**config.mk**
```make
export PLATFORM = sky130hd
export DESIGN_NAME = dpskip
export DESIGN_NICKNAME = d
export VERILOG_FILES = /design/src/rtl/dpskip_pkg.sv /design/src/rtl/dpskip.sv
export VERILOG_INCLUDE_DIRS = /design/src /design/src/rtl
export SDC_FILE = /design/constraint.sdc
export NUM_CORES = 1
export LEC_CHECK = 0
export ABC_CLOCK_PERIOD_IN_PS = 5600
export BUFFER_PORTS_ARGS = -buffer_cell sky130_fd_sc_hd__clkbuf_2
export CORE_AREA = 2 2 135 137
export DETAILED_ROUTE_END_ITERATION = 10
export DIE_AREA = 0 0 137 139
export PLACE_DENSITY = 0.53
export SYNTH_ARGS = -nofsm -noshare
export SYNTH_HDL_FRONTEND = slang
export SYNTH_SLANG_ARGS = --single-unit
```
**constraint.sdc**
```tcl
create_clock -name clk_i -period 5.6 [get_ports clk_i]
set_input_delay 0 -clock clk_i [delete_from_list [all_inputs] [get_ports clk_i]]
set_output_delay 0 -clock clk_i [all_outputs]
set_load 0.02 [all_outputs]
```
**src/rtl/dpskip_defs.svh**
```systemverilog
// Constants for the defect pad skip block: widths, counts and limits.
// Included by the package and the design; definitions only.
`ifndef DPSKIP_DEFS_SVH
`define DPSKIP_DEFS_SVH

`define DPS_PARCEL_W      16
`define DPS_CNT_W         13
`define DPS_PAD_PARCELS   13'h0009
`define DPS_PAD_BYTES     18
`define DPS_FIELD_BYTES   13'h1000
`define DPS_PADDED_BYTES  13'h1012
`define DPS_PARAM_MAX     13'h1004
`define DPS_LEAD_BYTES    13'h0008
`define DPS_FLAW_MAX_BITS 8'h20

`endif

```
**src/rtl/dpskip_pkg.sv**
```systemverilog
// Types shared by the defect pad skip block.
// Assumes dpskip_defs.svh is on the include path.
`include "dpskip_defs.svh"

package dpskip_pkg;

    typedef logic [`DPS_PARCEL_W-1:0] dps_parcel_t;
    typedef logic [`DPS_CNT_W-1:0]    dps_cnt_t;

    // Sequencer states
    typedef enum logic [1:0] {
        DPS_IDLE = 2'b00,
        DPS_RUN  = 2'b01,
        DPS_PAD  = 2'b10,
        DPS_DONE = 2'b11
    } dps_state_t;

    // Sector setup taken from the identification field
    typedef struct packed {
        dps_cnt_t defect_param;
        logic     unhideable;
        logic     id_flaw;
    } dps_setup_t;

    // One parcel on a stream
    typedef struct packed {
        logic        valid;
        dps_parcel_t data;
        logic        last;
    } dps_beat_t;

    // Buffer entry
    typedef struct packed {
        dps_parcel_t data;
        logic        last;
    } dps_entry_t;

    // Whole state of the block
    typedef struct packed {
        dps_state_t  state;
        dps_cnt_t    defect_param;
        dps_cnt_t    parcel_cnt;
        dps_cnt_t    defect_cnt;
        dps_cnt_t    byte_cnt;
        logic        padded;
        dps_entry_t  buf0;
        dps_entry_t  buf1;
        logic [1:0]  fill;
        logic        busy;
        logic        pad_active;
        logic        done;
        logic        reject;
        logic        drv_ready;
        logic        out_valid;
    } dps_state_s_t;

endpackage

```
**src/rtl/dpskip.sv**
```systemverilog
// Defect pad skip on the read side of a disk channel adapter.
// Assumes the drive read path delivers parcels in the clk_i domain with a
// valid strobe and that the sector setup is latched by a start pulse.
// The receiver behind out_o may stall at any time; the two-entry buffer
// absorbs that without losing a parcel.
// Setup flags arrive already classified; this block only obeys them.
// Timing, one clock edge at a time:
//   start_i taken in idle; busy_o rises on the next edge, drv_ready_o with it unless that is the match cycle or both slots are full.
//   Each parcel taken in a run is counted and goes to the buffer.
//   The match cycle shuts drv_ready_o for one cycle and raises
//   pad_active_o; the next nine parcels taken are dropped, each one
//   followed by a one-cycle reject_o.
//   The last parcel moves the sequencer to its done state and busy_o
//   falls with it; done_o pulses on the edge after.
//
// Limitations:
//   A new start_i is ignored until the sequencer is back in idle.
//   A last flag inside the pad ends the read with the pad cut short.
//   The flaw classes arrive as setup flags; no flaw position is checked.
`timescale 1ns/10ps
`include "dpskip_defs.svh"

module dpskip #(
    parameter int PAD_PARCELS = 9
) (
    input  wire logic                  clk_i,
    input  wire logic                  rst_n_i,
    input  wire logic                  start_i,
    input  dpskip_pkg::dps_setup_t     setup_i,
    input  dpskip_pkg::dps_beat_t      drv_i,
    output logic                       drv_ready_o,
    output dpskip_pkg::dps_beat_t      out_o,
    input  wire logic                  out_ready_i,
    output logic                       busy_o,
    output logic                       pad_active_o,
    output logic                       done_o,
    output logic                       reject_o
);
    import dpskip_pkg::*;

    // ------------------------------------------------------------
    // Helpers
    // ------------------------------------------------------------
    // Parameter checked against the legal range and unhideable classes.
    // An unhideable sector never arms the pad: the whole field passes
    // and the sector is left for software to retire.
    function automatic logic pad_legal(input dps_setup_t s);
        pad_legal = !s.unhideable &&
                    !s.id_flaw &&
                    (s.defect_param <= `DPS_PARAM_MAX);
    endfunction

    // Parcel counter step; wraps only past any legal field length
    function automatic dps_cnt_t inc(input dps_cnt_t v);
        inc = v + 13'h0001;
    endfunction

    // Defect counter step, used once per dropped parcel
    function automatic dps_cnt_t dec(input dps_cnt_t v);
        dec = v - 13'h0001;
    endfunction

    // Pad position reached: the parcel count equals the stored parameter
    // while the pad is still armed.  Disarming at the match keeps the
    // frozen count from matching a second time after the pad.
    function automatic logic is_match(input logic     armed,
                                      input dps_cnt_t cnt,
                                      input dps_cnt_t param);
        is_match = armed && (cnt == param);
    endfunction

    // Drive-side ready for a given state: open in the pad, open in a run
    // with a free slot, and shut on the match cycle so that no parcel is
    // taken while the counters swap over.
    function automatic logic ready_for(input dps_state_t s,
                                       input logic [1:0] fill,
                                       input logic       match);
        if (s == DPS_PAD) begin
            ready_for = 1'b1;
        end else if (s == DPS_RUN) begin
            ready_for = (fill != 2'd2) && !match;
        end else begin
            ready_for = 1'b0;
        end
    endfunction

    // Physical length limit of the field: the pad adds its bytes to the
    // field, which then runs on into the spare region.
    function automatic dps_cnt_t field_limit(input logic has_pad);
        if (has_pad) begin
            field_limit = `DPS_PADDED_BYTES;
        end else begin
            field_limit = `DPS_FIELD_BYTES;
        end
    endfunction

    // Pushed parcel lands in slot 0 when that slot is free after a pop
    function automatic logic push_to_head(input logic [1:0] fill,
                                          input logic       pop);
        push_to_head = (fill == 2'd0) || ((fill == 2'd1) && pop);
    endfunction

    dps_state_s_t st_ff;
    dps_state_s_t nxt_st;
    logic         take_in;
    logic         take_out;
    logic         accept;
    logic         match_now;
    logic         match_next;
    logic         end_of_field;
    dps_cnt_t     bytes_next;

    // ------------------------------------------------------------
    // Buffer handshakes
    // ------------------------------------------------------------
    // Ready stays low in a run once both slots are full, so a stalled receiver
    // pushes back on the drive path instead of dropping a parcel.
    // Both strobes read registered outputs, so no path runs from an
    // input to the ready seen by the drive.
    assign take_in   = drv_i.valid && drv_ready_o;
    assign take_out  = out_o.valid && out_ready_i;

    // ------------------------------------------------------------
    // Pad position
    // ------------------------------------------------------------
    // Pad position of the present cycle; the sequencer branches on it
    assign match_now = is_match(st_ff.padded, st_ff.parcel_cnt,
                                st_ff.defect_param);

    // ------------------------------------------------------------
    // Next state
    // ------------------------------------------------------------
    // One pass computes the whole next state; every field not named
    // below keeps its value, which is what freezes the parcel counter
    // through the pad.
    always_comb begin
        nxt_st       = st_ff;
        accept       = 1'b0;
        match_next   = 1'b0;
        end_of_field = 1'b0;
        bytes_next   = st_ff.byte_cnt;
        nxt_st.done  = 1'b0;
        case (st_ff.state)
            DPS_IDLE: begin
                // An illegal or unhideable setup stores the no-flaw
                // value, so the count never matches and every parcel passes
                if (start_i) begin
                    nxt_st.defect_param = pad_legal(setup_i) ?
                        setup_i.defect_param : `DPS_PARAM_MAX;
                    nxt_st.padded     = pad_legal(setup_i) &&
                        (setup_i.defect_param != `DPS_PARAM_MAX);
                    nxt_st.parcel_cnt = '0;
                    nxt_st.byte_cnt   = '0;
                    nxt_st.defect_cnt = '0;
                    nxt_st.state      = DPS_RUN;
                end
            end
            DPS_RUN: begin
                // The match cycle takes no parcel: ready was shut for it,
                // and the pad is disarmed so the frozen count cannot
                // match again once the repeats have passed.
                if (match_now) begin
                    nxt_st.defect_cnt = dps_cnt_t'(PAD_PARCELS);
                    nxt_st.padded     = 1'b0;
                    nxt_st.state      = DPS_PAD;
                end else if (take_in) begin
                    accept            = 1'b1;
                    nxt_st.parcel_cnt = inc(st_ff.parcel_cnt);
                    if (drv_i.last) begin
                        nxt_st.state = DPS_DONE;
                    end
                end
            end
            DPS_PAD: begin
                // Parcel counter frozen; the repeats that the writer put
                // down over the flaw are dropped here
                if (take_in) begin
                    nxt_st.defect_cnt = dec(st_ff.defect_cnt);
                    if (st_ff.defect_cnt == 13'h0001) begin
                        nxt_st.state = DPS_RUN;
                    end
                    if (drv_i.last) begin
                        nxt_st.state = DPS_DONE;
                    end
                end
            end
            // One-cycle stop before idle, so done_o is a registered pulse
            DPS_DONE: begin
                nxt_st.done  = 1'b1;
                nxt_st.state = DPS_IDLE;
            end
            default: nxt_st.state = DPS_IDLE;
        endcase

        // ------------------------------------------------------------
        // Field length
        // ------------------------------------------------------------
        // Physical bytes seen; 4096 plain or 4114 with the pad, the
        // spare region carrying the overflow in the padded case
        if (take_in) begin
            bytes_next      = st_ff.byte_cnt + 13'h0002;
            nxt_st.byte_cnt = bytes_next;
        end

        // Field length guard: a drive that never flags the last parcel
        // still ends the read once the physical field is used up, so the
        // sequencer cannot hang in a run.  A sector with a pad may run
        // into the spare region by the pad's length.
        end_of_field = take_in &&
                       (bytes_next >= field_limit(
                           st_ff.defect_param != `DPS_PARAM_MAX));
        if (end_of_field) begin
            nxt_st.state = DPS_DONE;
        end

        // ------------------------------------------------------------
        // Buffer
        // ------------------------------------------------------------

        // Two-entry buffer: pop first, then push to the free slot.
        // A pop and a push in one cycle keep the fill level, so a
        // receiver that is always ready sees one parcel per cycle.
        if (take_out) begin
            nxt_st.buf0 = st_ff.buf1;
        end
        if (accept) begin
            if (push_to_head(st_ff.fill, take_out)) begin
                nxt_st.buf0 = '{data: drv_i.data, last: drv_i.last};
            end else begin
                nxt_st.buf1 = '{data: drv_i.data, last: drv_i.last};
            end
        end
        nxt_st.fill = st_ff.fill + {1'b0, accept} - {1'b0, take_out};

        nxt_st.busy       = (nxt_st.state == DPS_RUN) ||
                            (nxt_st.state == DPS_PAD);
        nxt_st.pad_active = (nxt_st.state == DPS_PAD);
        nxt_st.reject     = (st_ff.state == DPS_PAD) && take_in;

        // ------------------------------------------------------------
        // Registered handshakes
        // ------------------------------------------------------------
        // Handshake outputs are worked out one cycle ahead from the next
        // state, so the ports come straight from flip-flops.  The match
        // of the next cycle is found from the next counters alone.
        match_next       = is_match(nxt_st.padded, nxt_st.parcel_cnt,
                                    nxt_st.defect_param);
        nxt_st.drv_ready = ready_for(nxt_st.state, nxt_st.fill,
                                     match_next);
        nxt_st.out_valid = (nxt_st.fill != 2'd0);
    end

    // ------------------------------------------------------------
    // State register
    // ------------------------------------------------------------
    // Reset clears every field, which leaves all ports low
    always_ff @(posedge clk_i or negedge rst_n_i) begin
        if (!rst_n_i) begin
            st_ff <= '0;
        end else begin
            st_ff <= nxt_st;
        end
    end

    // ------------------------------------------------------------
    // Outputs
    // ------------------------------------------------------------
    // Every port is a field of the state register.  Ready is held low
    // outside a read so no stray parcel is counted, and low on the match
    // cycle so the counters can swap over.
    assign drv_ready_o  = st_ff.drv_ready;
    assign out_o        = '{valid: st_ff.out_valid,
                            data:  st_ff.buf0.data,
                            last:  st_ff.buf0.last};
    assign busy_o       = st_ff.busy;
    assign pad_active_o = st_ff.pad_active;
    assign done_o       = st_ff.done;
    assign reject_o     = st_ff.reject;

endmodule

```
==> flow_summary.json, run 1 <==
{
  "status": "finished clean",
  "routedWlPerCell_um": 16.4,
  "ctsResizeCount": 0,
  "synthArstFlopShare_pct": 100,
  "multi_input_area_um2": 3110,
  "routed_wl_um": 15200,
  "rows": 49,
  "synth_top_family_by_area": "simple AND/OR/NAND/NOR gates",
  "yosys.area.top_type": "dfrtp_1",
  "synthFlopType": "dfrtp_1",
  "whs_path_depth": 4,
  "synth_edf_count": 0,
  "via_count": 5039,
  "layoutNonFillerInstCount": 926,
  "hold_viol": 0,
  "coreArea_um2": 17700,
  "netlist_instances": 641,
  "grt_pass1_vias": 4883,
  "synth_compound_area_share_pct": 18.0,
  "setup_viol": 0,
  "grt_pass1_wl_um": 24500,
  "path_class": "reg2reg",
  "fp.dieW_um": 137,
  "cts_tree": "yes",
  "arrival_ns": 4.46,
  "cts_num_sinks": 96,
  "leakage_nw": 3.07,
  "drt_iter0_markers": 437,
  "grt_max_degree": 68,
  "numCtsBuffers": 9,
  "syn-cell-area_um2": 5890,
  "grt_use_total_pct": 16.0,
  "nFillCells": 1776,
  "yosys_warnings": 0,
  "synth_xor_area_share_pct": 3.97,
  "final_core_util_pct": 38.6,
  "grt_setup_unrepaired": "false",
  "synth_area_per_cell_um2": 9.18,
  "io_buffers": 59,
  "antenna_found_initial": 0,
  "holdWs_ns": 0.104,
  "maxSlewHeadroom_pct": 36.4,
  "maxCapViolCount": 0,
  "place_inst": 882,
  "max_freq_ghz": 0.236,
  "crit_path_max_fanout": 5,
  "drv_slew": 0,
  "first_pass_iters": 5,
  "syn-num-nets": 693,
  "place_ws_ns": 1.53,
  "synth_top_area_share_pct": 40.8,
  "die-area_um2": 19000,
  "fin_setup_tns_ns": 0,
  "ys_types": 62,
  "grt-ovfl-total": 0,
  "finalWorstSetupSlack_ns": 1.36,
  "p_per_area_nw_per_um2": 485,
  "drc": 0,
  "crit_required_ns": 5.82,
  "synth_adder_area_share_pct": 3.19,
  "io_pins": 60,
  "area_growth_pct": 15.9,
  "ctsRootBufferMaster": "clkbuf_16",
  "htree_levels": 3,
  "cp-start-kind": "register",
  "synth-simple-area-share_pct": 19.2,
  "place_congestion": 0.905,
  "antenna_cells": 0,
  "hold_path.class": "in2reg",
  "cts_setup_buffers": 0,
  "insertion_delay_ns": 0.36,
  "die_h_um": 139,
  "clockBufferDepth": 2,
  "skew_ns": 0.0110,
  "synthTopCellsByArea": "dfrtp_1, mux2i_1, mux2_2",
  "ant_nets": 0,
  "regArea_um2": 2400,
  "synth.mux.area_fraction_pct": 8.46,
  "clk_pin_slew_ns": 0.07,
  "layout.nets": 744,
  "crit_path_end_kind": "register",
  "finalCriticalPeriod_ns": 4.24,
  "hold_buffers": 28,
  "final_layout_size_suffix_gt1_share_pct": 16.5,
  "irDropWorstVdd_v": 0.000227,
  "vias_per_cell": 5.44,
  "ys_seq_area_share_pct": 40.8,
  "synth_seq_cells": 96,
  "regToRegSetupSlack_ns": 1.36,
  "hpwl_um": 10900,
  "worst_pin_slew_ns": 0.935,
  "r2r_cells": 16,
  "period_share_pct": 75.6,
  "initial_core_util_pct": 33.3
}
## power by group
part	total [mW]	switching (mW)	internal (mW)
Combinational	1.54	0.934	0.608
Clock	0.651	0.296	0.355
Sequential	1.11	0.190	0.921
Total	3.31	1.42	1.88
## layout by cell type, fill, tap and decap left out, types with 8 or more instances in the layout
cell and instances:
nor2_1 57, clkbuf_2 58, nor2b_1 8, nand2_1 51, a21oi_1 39, and3_1 10
mux2i_1 24, nand3_1 21, xnor2_1 14, nand4_1 9, a22o_1 8, xor2_1 9
nor4_1 12, o21ai_0 49, dfrtp_1 96, inv_1 21, ha_1 15, nor3_1 18
mux2_2 22, clkbuf_16 9, o31ai_1 10, buf_4 8, dlygate4sd3_1 28
## cells in the mapped netlist, types with 12 or more instances
| master | count |
|---|---|
| dfrtp_1 | 96 |
| nor2_1 | 57 |
| nand2_1 | 51 |
| o21ai_0 | 49 |
| a21oi_1 | 39 |
| mux2i_1 | 25 |
| mux2_2 | 22 |
| clkbuf_1 | 21 |
| inv_1 | 21 |
| nand3_1 | 21 |
| buf_4 | 18 |
| nor3_1 | 18 |
| ha_1 | 15 |
| xnor2_1 | 14 |
| nor4_1 | 12 |
## layout make-up
| cell class | count | share of cell area (%) |
|---|---|---|
| multi-input combinational | 470 | 45.7 |
| sequential | 96 | 35.2 |
| timing repair buffer | 94 | 9.24 |
| tap | 229 | 4.20 |
| clock buffer | 9 | 3.30 |
| clock inverter | 7 | 1.23 |
| inverter | 21 | 1.16 |
## final timing paths
| path | start | endpoint |
|---|---|---|
| max | st_ff[88] | drv_ready_o |
| min | setup_i[10] | st_ff[90] |
| max reg2reg | st_ff[88] | drv_ready_o |
| min reg2reg | st_ff[68] | st_ff[68] |
| max in group asynchronous | rst_n_i | st_ff[24] |
| min in group asynchronous | rst_n_i | st_ff[73] |
## routing by layer
layer	GRT usage (%)	part of all wire [%]	wire (um)
met5	0	0	0
met4	5.75	2.4	369
met3	2.23	4.2	640
met2	26.0	46	7040
met1	21.6	47	7130
## cell families (layout without fill, tap and decap cells)
kind of cell / Yosys count / in the layout
and+or+nand+nor: 222 / 222
adders and majority gates: 15 / 15
muxes: 47 / 47
buffers and inverters: 75 / 131
xor gates and xnor gates: 25 / 25
AOI/OAI and AO/OA: 161 / 161
DFF: 96 / 96
## critical path: stages, from the launching register on
cell	delay, ns
dfrtp_1	0.42
nor4b_1	0.44
nand4_1	0.27
ha_1	0.35
nand2b_1	0.13
o21ai_0	0.18
nand4_1	0.15
o21ai_0	0.11
a31oi_1	0.16
a211o_1	0.27
ha_1	0.23
a211o_1	0.24
nor4_1	0.33
o2111ai_1	0.18
a211o_1	0.26
nor4b_2	0.26
a32oi_1	0.12
## state kept, by name, indices dropped and copies added, names as in the netlist
signal / flops
st_ff: 73
out_o: 18
busy_o: 1
done_o: 1
drv_ready_o: 1
pad_active_o: 1
reject_o: 1
## per-stage QoR
step	power, mW	instance area [um^2]
after floorplan	2.29	5890
after global placement	2.61	6230
after detailed placement	2.65	6230
after CTS	3.33	6820
after global routing	3.55	6820
final	3.31	6820
Note: power is estimated with default switching activity, not from simulation.
==> run 2, diff against run 1 <==
--- a/config.mk
+++ b/config.mk
@@ -6,7 +6,7 @@
 export SDC_FILE = /design/constraint.sdc
 export NUM_CORES = 1
 export LEC_CHECK = 0
-export ABC_CLOCK_PERIOD_IN_PS = 5600
+export ABC_CLOCK_PERIOD_IN_PS = 4300
 export BUFFER_PORTS_ARGS = -buffer_cell sky130_fd_sc_hd__clkbuf_2
 export CORE_AREA = 2 2 135 137
 export DETAILED_ROUTE_END_ITERATION = 10
==> constraint.sdc (replaced) <==
create_clock -name clk_i -period 4.3 [get_ports clk_i]
set_input_delay 0 -clock clk_i [delete_from_list [all_inputs] [get_ports clk_i]]
set_output_delay 0 -clock clk_i [all_outputs]
set_load 0.02 [all_outputs]
==> run 2 against run 1 <==
  * Non-clock buffer count is 4 higher
  * Setup slack worse by 1.0 ns
  * Critical endpoint unchanged
  * Global-route usage hardly changed
  * Sequential power rose by 30%
  * Clock power is 30% higher
  * Register-to-register slack got worse by 1.0 ns
  * Final cell count up 0.43%
==> flow_summary.json, run 2 (synthesis results as in run 1) <==
{
  "final_layout_size_suffix_gt1_share_pct": 17.0,
  "largest_register": "st_ff",
  "clk_pin_slew_ns": 0.07,
  "crit_path_end_kind": "register",
  "fin_setup_tns_ns": 0,
  "first_pass_iters": 4,
  "largest_reg_flops": 73,
  "finalWorstSetupSlack_ns": 0.360,
  "irDropWorstVdd_v": 0.000263,
  "status": "finished clean",
  "drv_slew": 0,
  "cp-start-kind": "register",
  "via_count": 5004,
  "maxCapViolCount": 0,
  "period_share_pct": 91.6,
  "regArea_um2": 2400,
  "insertion_delay_ns": 0.35,
  "crit_path_max_fanout": 4,
  "skew_ns": 0.00631,
  "io_pins": 60,
  "hold_viol": 0,
  "p_per_area_nw_per_um2": 634,
  "clockBufferDepth": 2,
  "htree_levels": 3,
  "die_h_um": 139,
  "grt_use_total_pct": 16.0,
  "place_inst": 885,
  "leakage_nw": 3.09,
  "multi_input_area_um2": 3120,
  "grt_pass1_wl_um": 24300,
  "p_comb_share_pct": 47.5,
  "path_class": "reg2reg",
  "final_common_cell": "dfrtp_1",
  "initial_core_util_pct": 33.3,
  "io_buffers": 59,
  "area_growth_pct": 16.4,
  "coreArea_um2": 17700,
  "final_core_util_pct": 38.8,
  "drc": 0,
  "place_congestion": 0.889,
  "grt-ovfl-total": 0,
  "switching_share_pct": 42.8,
  "ctsRootBufferMaster": "clkbuf_16",
  "fp.dieW_um": 137,
  "crit_required_ns": 4.52,
  "ant_nets": 0,
  "max_freq_ghz": 0.254,
  "vias_per_cell": 5.38,
  "grt_pass1_vias": 4890,
  "layoutNonFillerInstCount": 930,
  "grt_max_degree": 69,
  "hpwl_um": 10700,
  "final_cell_mix": "dfrtp_1, clkbuf_2, nor2_1, nand2_1, o21ai_0",
  "drt_iter0_markers": 394,
  "grt_setup_unrepaired": "false",
  "hold_path.class": "in2reg",
  "setup_viol": 0,
  "cts_tree": "yes",
  "routedWlPerCell_um": 16.2,
  "finalCriticalPeriod_ns": 3.94,
  "place_ws_ns": 0.289,
  "pwr-share-clk_pct": 19.5,
  "numCtsBuffers": 9,
  "p_switching_mw": 1.86,
  "nFillCells": 1779,
  "report.power.total_mw": 4.35,
  "rows": 49,
  "layout.nets": 748,
  "cts_num_sinks": 96,
  "worst_pin_slew_ns": 0.959,
  "routed_wl_um": 15100,
  "pwr-share-seq_pct": 33.0,
  "antenna_cells": 0,
  "maxSlewHeadroom_pct": 35.6,
  "die-area_um2": 19000,
  "arrival_ns": 4.16,
  "antenna_found_initial": 0,
  "internal_power_mw": 2.49
}
[run 2: cell count changes in the layout (fill, tap and decap cells not counted)]
cell,change
nor4b_1,-1
nor4b_2,+1
mux2i_2,-1
mux2i_1,+1
buf_4,+4
[run 2: power by group through the flow]
| stage | Clock, mW | Combinational (mW) | Sequential [mW] |
|---|---|---|---|
| after floorplan | 0 | 1.59 | 1.38 |
| after global placement | 0 | 1.99 | 1.43 |
| after detailed placement | 0 | 2.03 | 1.45 |
| after CTS | 0.874 | 2.05 | 1.43 |
| after global routing | 0.912 | 2.29 | 1.48 |
| final | 0.846 | 2.06 | 1.44 |
[run 2: final cells by class]
cell class	count	share of cell area, %
clock buffers	9	3.29
clock inverters	7	1.22
inverters	21	1.15
multi-input cells	470	45.5
flip-flops and latches	96	35.0
well taps	229	4.18
repair buffers	98	9.64
[run 2: critical path: stages (launching register included)]
cell	delay, ns
dfrtp_1	0.41
nor4b_1	0.33
nand4_1	0.24
ha_1	0.35
nand2b_1	0.13
o21ai_0	0.17
nand4_1	0.13
o21ai_0	0.10
a31oi_1	0.16
a211o_1	0.28
ha_1	0.23
a211o_1	0.23
nor4_1	0.26
o2111ai_1	0.15
a211o_1	0.26
nor4b_2	0.26
a32oi_1	0.12
[run 2: final timing paths]
path	to	depth (start not counted)	start	slack, ns
worst max-delay path	drv_ready_o	16	st_ff[82]	0.36
worst min-delay path	st_ff[90]	4	setup_i[10]	0.07
worst max register to register	drv_ready_o	16	st_ff[82]	0.36
worst min register to register	st_ff[68]	1	st_ff[68]	0.49
max in group asynchronous	out_o[13]	3	rst_n_i	3.03
min in group asynchronous	st_ff[72]	2	rst_n_i	0.33
[run 2: metrics by stage]
step                instance area (um^2)  hold slack (ns)
floorplan                           5890           -0.296
finish                              6850           0.0660
CTS                                 6840           0.0498
global placement                    6250            0.205
detailed placement                  6250            0.216
global route                        6850            0.106
[run 2: metal layers]
layer,global-route usage (%),part of all wire (%)
met4,5.48,2.2
met5,0,0
met3,3.07,5.1
met2,26.7,47
met1,20.7,45
[run 2: what timing repair did]
item / in CTS / in global routing
hold buffers: 28 / 0
endpoints found under the setup margin: 0 / 1
buffers inserted: 0 / 1
endpoints found under the hold margin: 110 / 0
resized for setup: 0 / 1
==> run 3, diff against run 2 <==
--- a/config.mk
+++ b/config.mk
@@ -8,9 +8,9 @@
 export LEC_CHECK = 0
 export ABC_CLOCK_PERIOD_IN_PS = 4300
 export BUFFER_PORTS_ARGS = -buffer_cell sky130_fd_sc_hd__clkbuf_2
-export CORE_AREA = 2 2 135 137
+export CORE_AREA = 2 2 161 116
 export DETAILED_ROUTE_END_ITERATION = 10
-export DIE_AREA = 0 0 137 139
+export DIE_AREA = 0 0 163 118
 export PLACE_DENSITY = 0.53
 export SYNTH_ARGS = -nofsm -noshare
 export SYNTH_HDL_FRONTEND = slang
==> run 3 against run 2 <==
  * Highest routed layer unchanged
  * Via count grew 1.2%
  * Non-clock buffer count shrank 2
  * Final cell count grew 0.54%
  * Design area is essentially flat
  * Largest power group unchanged
  * Utilization shrank 0.098 points
  * Clock-buffer cell count is the same
==> flow_summary.json, run 3 (synthesis results as in run 1) <==
{
  "cp-start-kind": "register",
  "via_count": 5064,
  "max_freq_ghz": 0.247,
  "htree_levels": 3,
  "largest_reg_flops": 73,
  "finalCriticalPeriod_ns": 4.06,
  "fin_setup_tns_ns": 0,
  "ctsRootBufferMaster": "clkbuf_16",
  "setup_viol": 0,
  "cpMostUsedCell": "a211o_1",
  "hold_viol": 0,
  "slowest_delay_ns": 0.43,
  "io_pins": 60,
  "crit_path_max_fanout": 3,
  "hpwl_um": 11500,
  "hold_path.class": "in2reg",
  "maxCapViolCount": 0,
  "grt_max_degree": 60,
  "crit_path_start": "st_ff[82]",
  "status": "finished clean",
  "first_pass_iters": 5,
  "reg2reg_from": "st_ff[82]",
  "grt_pass1_wl_um": 25400,
  "drv_slew": 0,
  "fp.dieW_um": 163,
  "skew_ns": 0.00569,
  "p_per_area_nw_per_um2": 634,
  "clockBufferDepth": 2,
  "area_growth_pct": 16.4,
  "arrival_ns": 4.27,
  "cts_tree": "yes",
  "antenna_found_initial": 0,
  "grt-ovfl-total": 0,
  "routed_wl_um": 15800,
  "final_cell_mix": "dfrtp_1, clkbuf_2, nor2_1, nand2_1, o21ai_0",
  "insertion_delay_ns": 0.35,
  "cts_setup_buffers": 0,
  "path_cells": "nor4b_1 -> nand4_1 -> ha_1 -> nand2b_1 -> o21ai_0 -> nand4_1 -> o21ai_0 -> a31oi_1 -> a211o_1 -> ha_1 -> a211o_1 -> nor4_1 -> o2111ai_1 -> a211o_1 -> nor4b_2 -> a32oi_1",
  "r2r_cells": 16,
  "grt_use_total_pct": 16.7,
  "largest_register": "st_ff",
  "regToRegEndpoint": "drv_ready_o",
  "path_class": "reg2reg",
  "drt_iter0_markers": 359,
  "place_congestion": 0.918,
  "die-area_um2": 19200,
  "irDropWorstVdd_v": 0.000271,
  "final_common_cell": "dfrtp_1",
  "drc": 0,
  "final_layout_size_suffix_gt1_share_pct": 17.2,
  "rows": 41,
  "period_share_pct": 94.3,
  "io_buffers": 59,
  "grt_setup_unrepaired": "false",
  "grt_pass1_vias": 4726,
  "coreArea_um2": 17700,
  "layout.nets": 746,
  "initial_core_util_pct": 33.3,
  "crit_required_ns": 4.52,
  "antenna_cells": 0,
  "crit_path_end_kind": "register",
  "leakage_nw": 3.09,
  "clk_pin_slew_ns": 0.07,
  "crit_end": "drv_ready_o",
  "numCtsBuffers": 9,
  "layoutNonFillerInstCount": 935,
  "vias_per_cell": 5.42,
  "maxSlewHeadroom_pct": 35.0,
  "worst_pin_slew_ns": 0.968,
  "cpMaxStageDelayCell": "nor4b_1",
  "regToRegSetupSlack_ns": 0.24,
  "die_h_um": 118,
  "place_inst": 893,
  "ant_nets": 0,
  "cts_num_sinks": 96,
  "routedWlPerCell_um": 16.9
}
## run 3: cell types whose count changed in the layout (fill, tap and decap cells not counted), sizes merged
cell / previous run / this run
clkinvlp: 1 / 2
dlygate4sd3: 28 / 26
inv: 25 / 24
## run 3: worst min path at each step
| stage | from | endpoint | cells after the start |
|---|---|---|---|
| final | setup_i[12] | st_ff[92] | 2 |
| after floorplan | rst_n_i | busy_o | 0 |
| after global placement | rst_n_i | st_ff[10] | 1 |
| after CTS | setup_i[12] | st_ff[92] | 2 |
| after global routing | setup_i[12] | st_ff[92] | 2 |
| after detailed placement | rst_n_i | st_ff[10] | 1 |
## run 3: timing repair
action	in CTS	in global routing
hold buffers	26	0
resized for setup	0	1
endpoints found under the setup margin	0	1
endpoints found under the hold margin	99	0
## run 3: final cells by class
type,instances,area [um^2]
Tap cell,236,295
Sequential cell,96,2400
Clock buffer,9,225
Fill cell,1820,10800
Timing Repair Buffer,96,641
Multi-Input combinational cell,470,3120
Inverter,21,78.8
Clock inverter,7,87.6
## run 3: power breakdown
| part | total (mW) | internal [mW] | switching, mW | leakage [nW] |
|---|---|---|---|---|
| registers | 1.44 | 1.20 | 0.243 | 1.23 |
| logic | 2.05 | 0.804 | 1.25 | 1.71 |
| clock network | 0.849 | 0.463 | 0.386 | 0.146 |
| total | 4.35 | 2.47 | 1.88 | 3.09 |
## run 3: critical path, delay by kind of cell (launching register included)
family / cells / cell delay (ns)
simple gates: 6 / 1.50
fa+ha+maj: 2 / 0.57
flops: 1 / 0.41
compound gates: 8 / 1.44
## run 3: metal layers
| metal | global-route usage (%) | part of all wire [%] | vias to the layer above |
|---|---|---|---|
| met5 | 0 | 0 | - |
| met4 | 4.42 | 1.2 | 0 |
| met3 | 3.35 | 6.2 | 13 |
| met2 | 22.9 | 40 | 153 |
| met1 | 26.3 | 52 | 2479 |
| li1 | - | - | 2419 |
## run 3: stage by stage
stage	utilization, %	instance area, um^2	power (mW)	worst slack [ns]	hold WS, ns
after global routing	38.7	6850	4.67	0.0133	0.0447
after CTS	38.7	6850	4.37	0.225	0.0150
after floorplan	-	5890	2.98	0.0954	-0.296
after detailed placement	35.4	6270	3.49	0.251	0.136
after global placement	35.4	6270	3.43	0.353	0.141
final	38.7	6850	4.35	0.243	0.0323
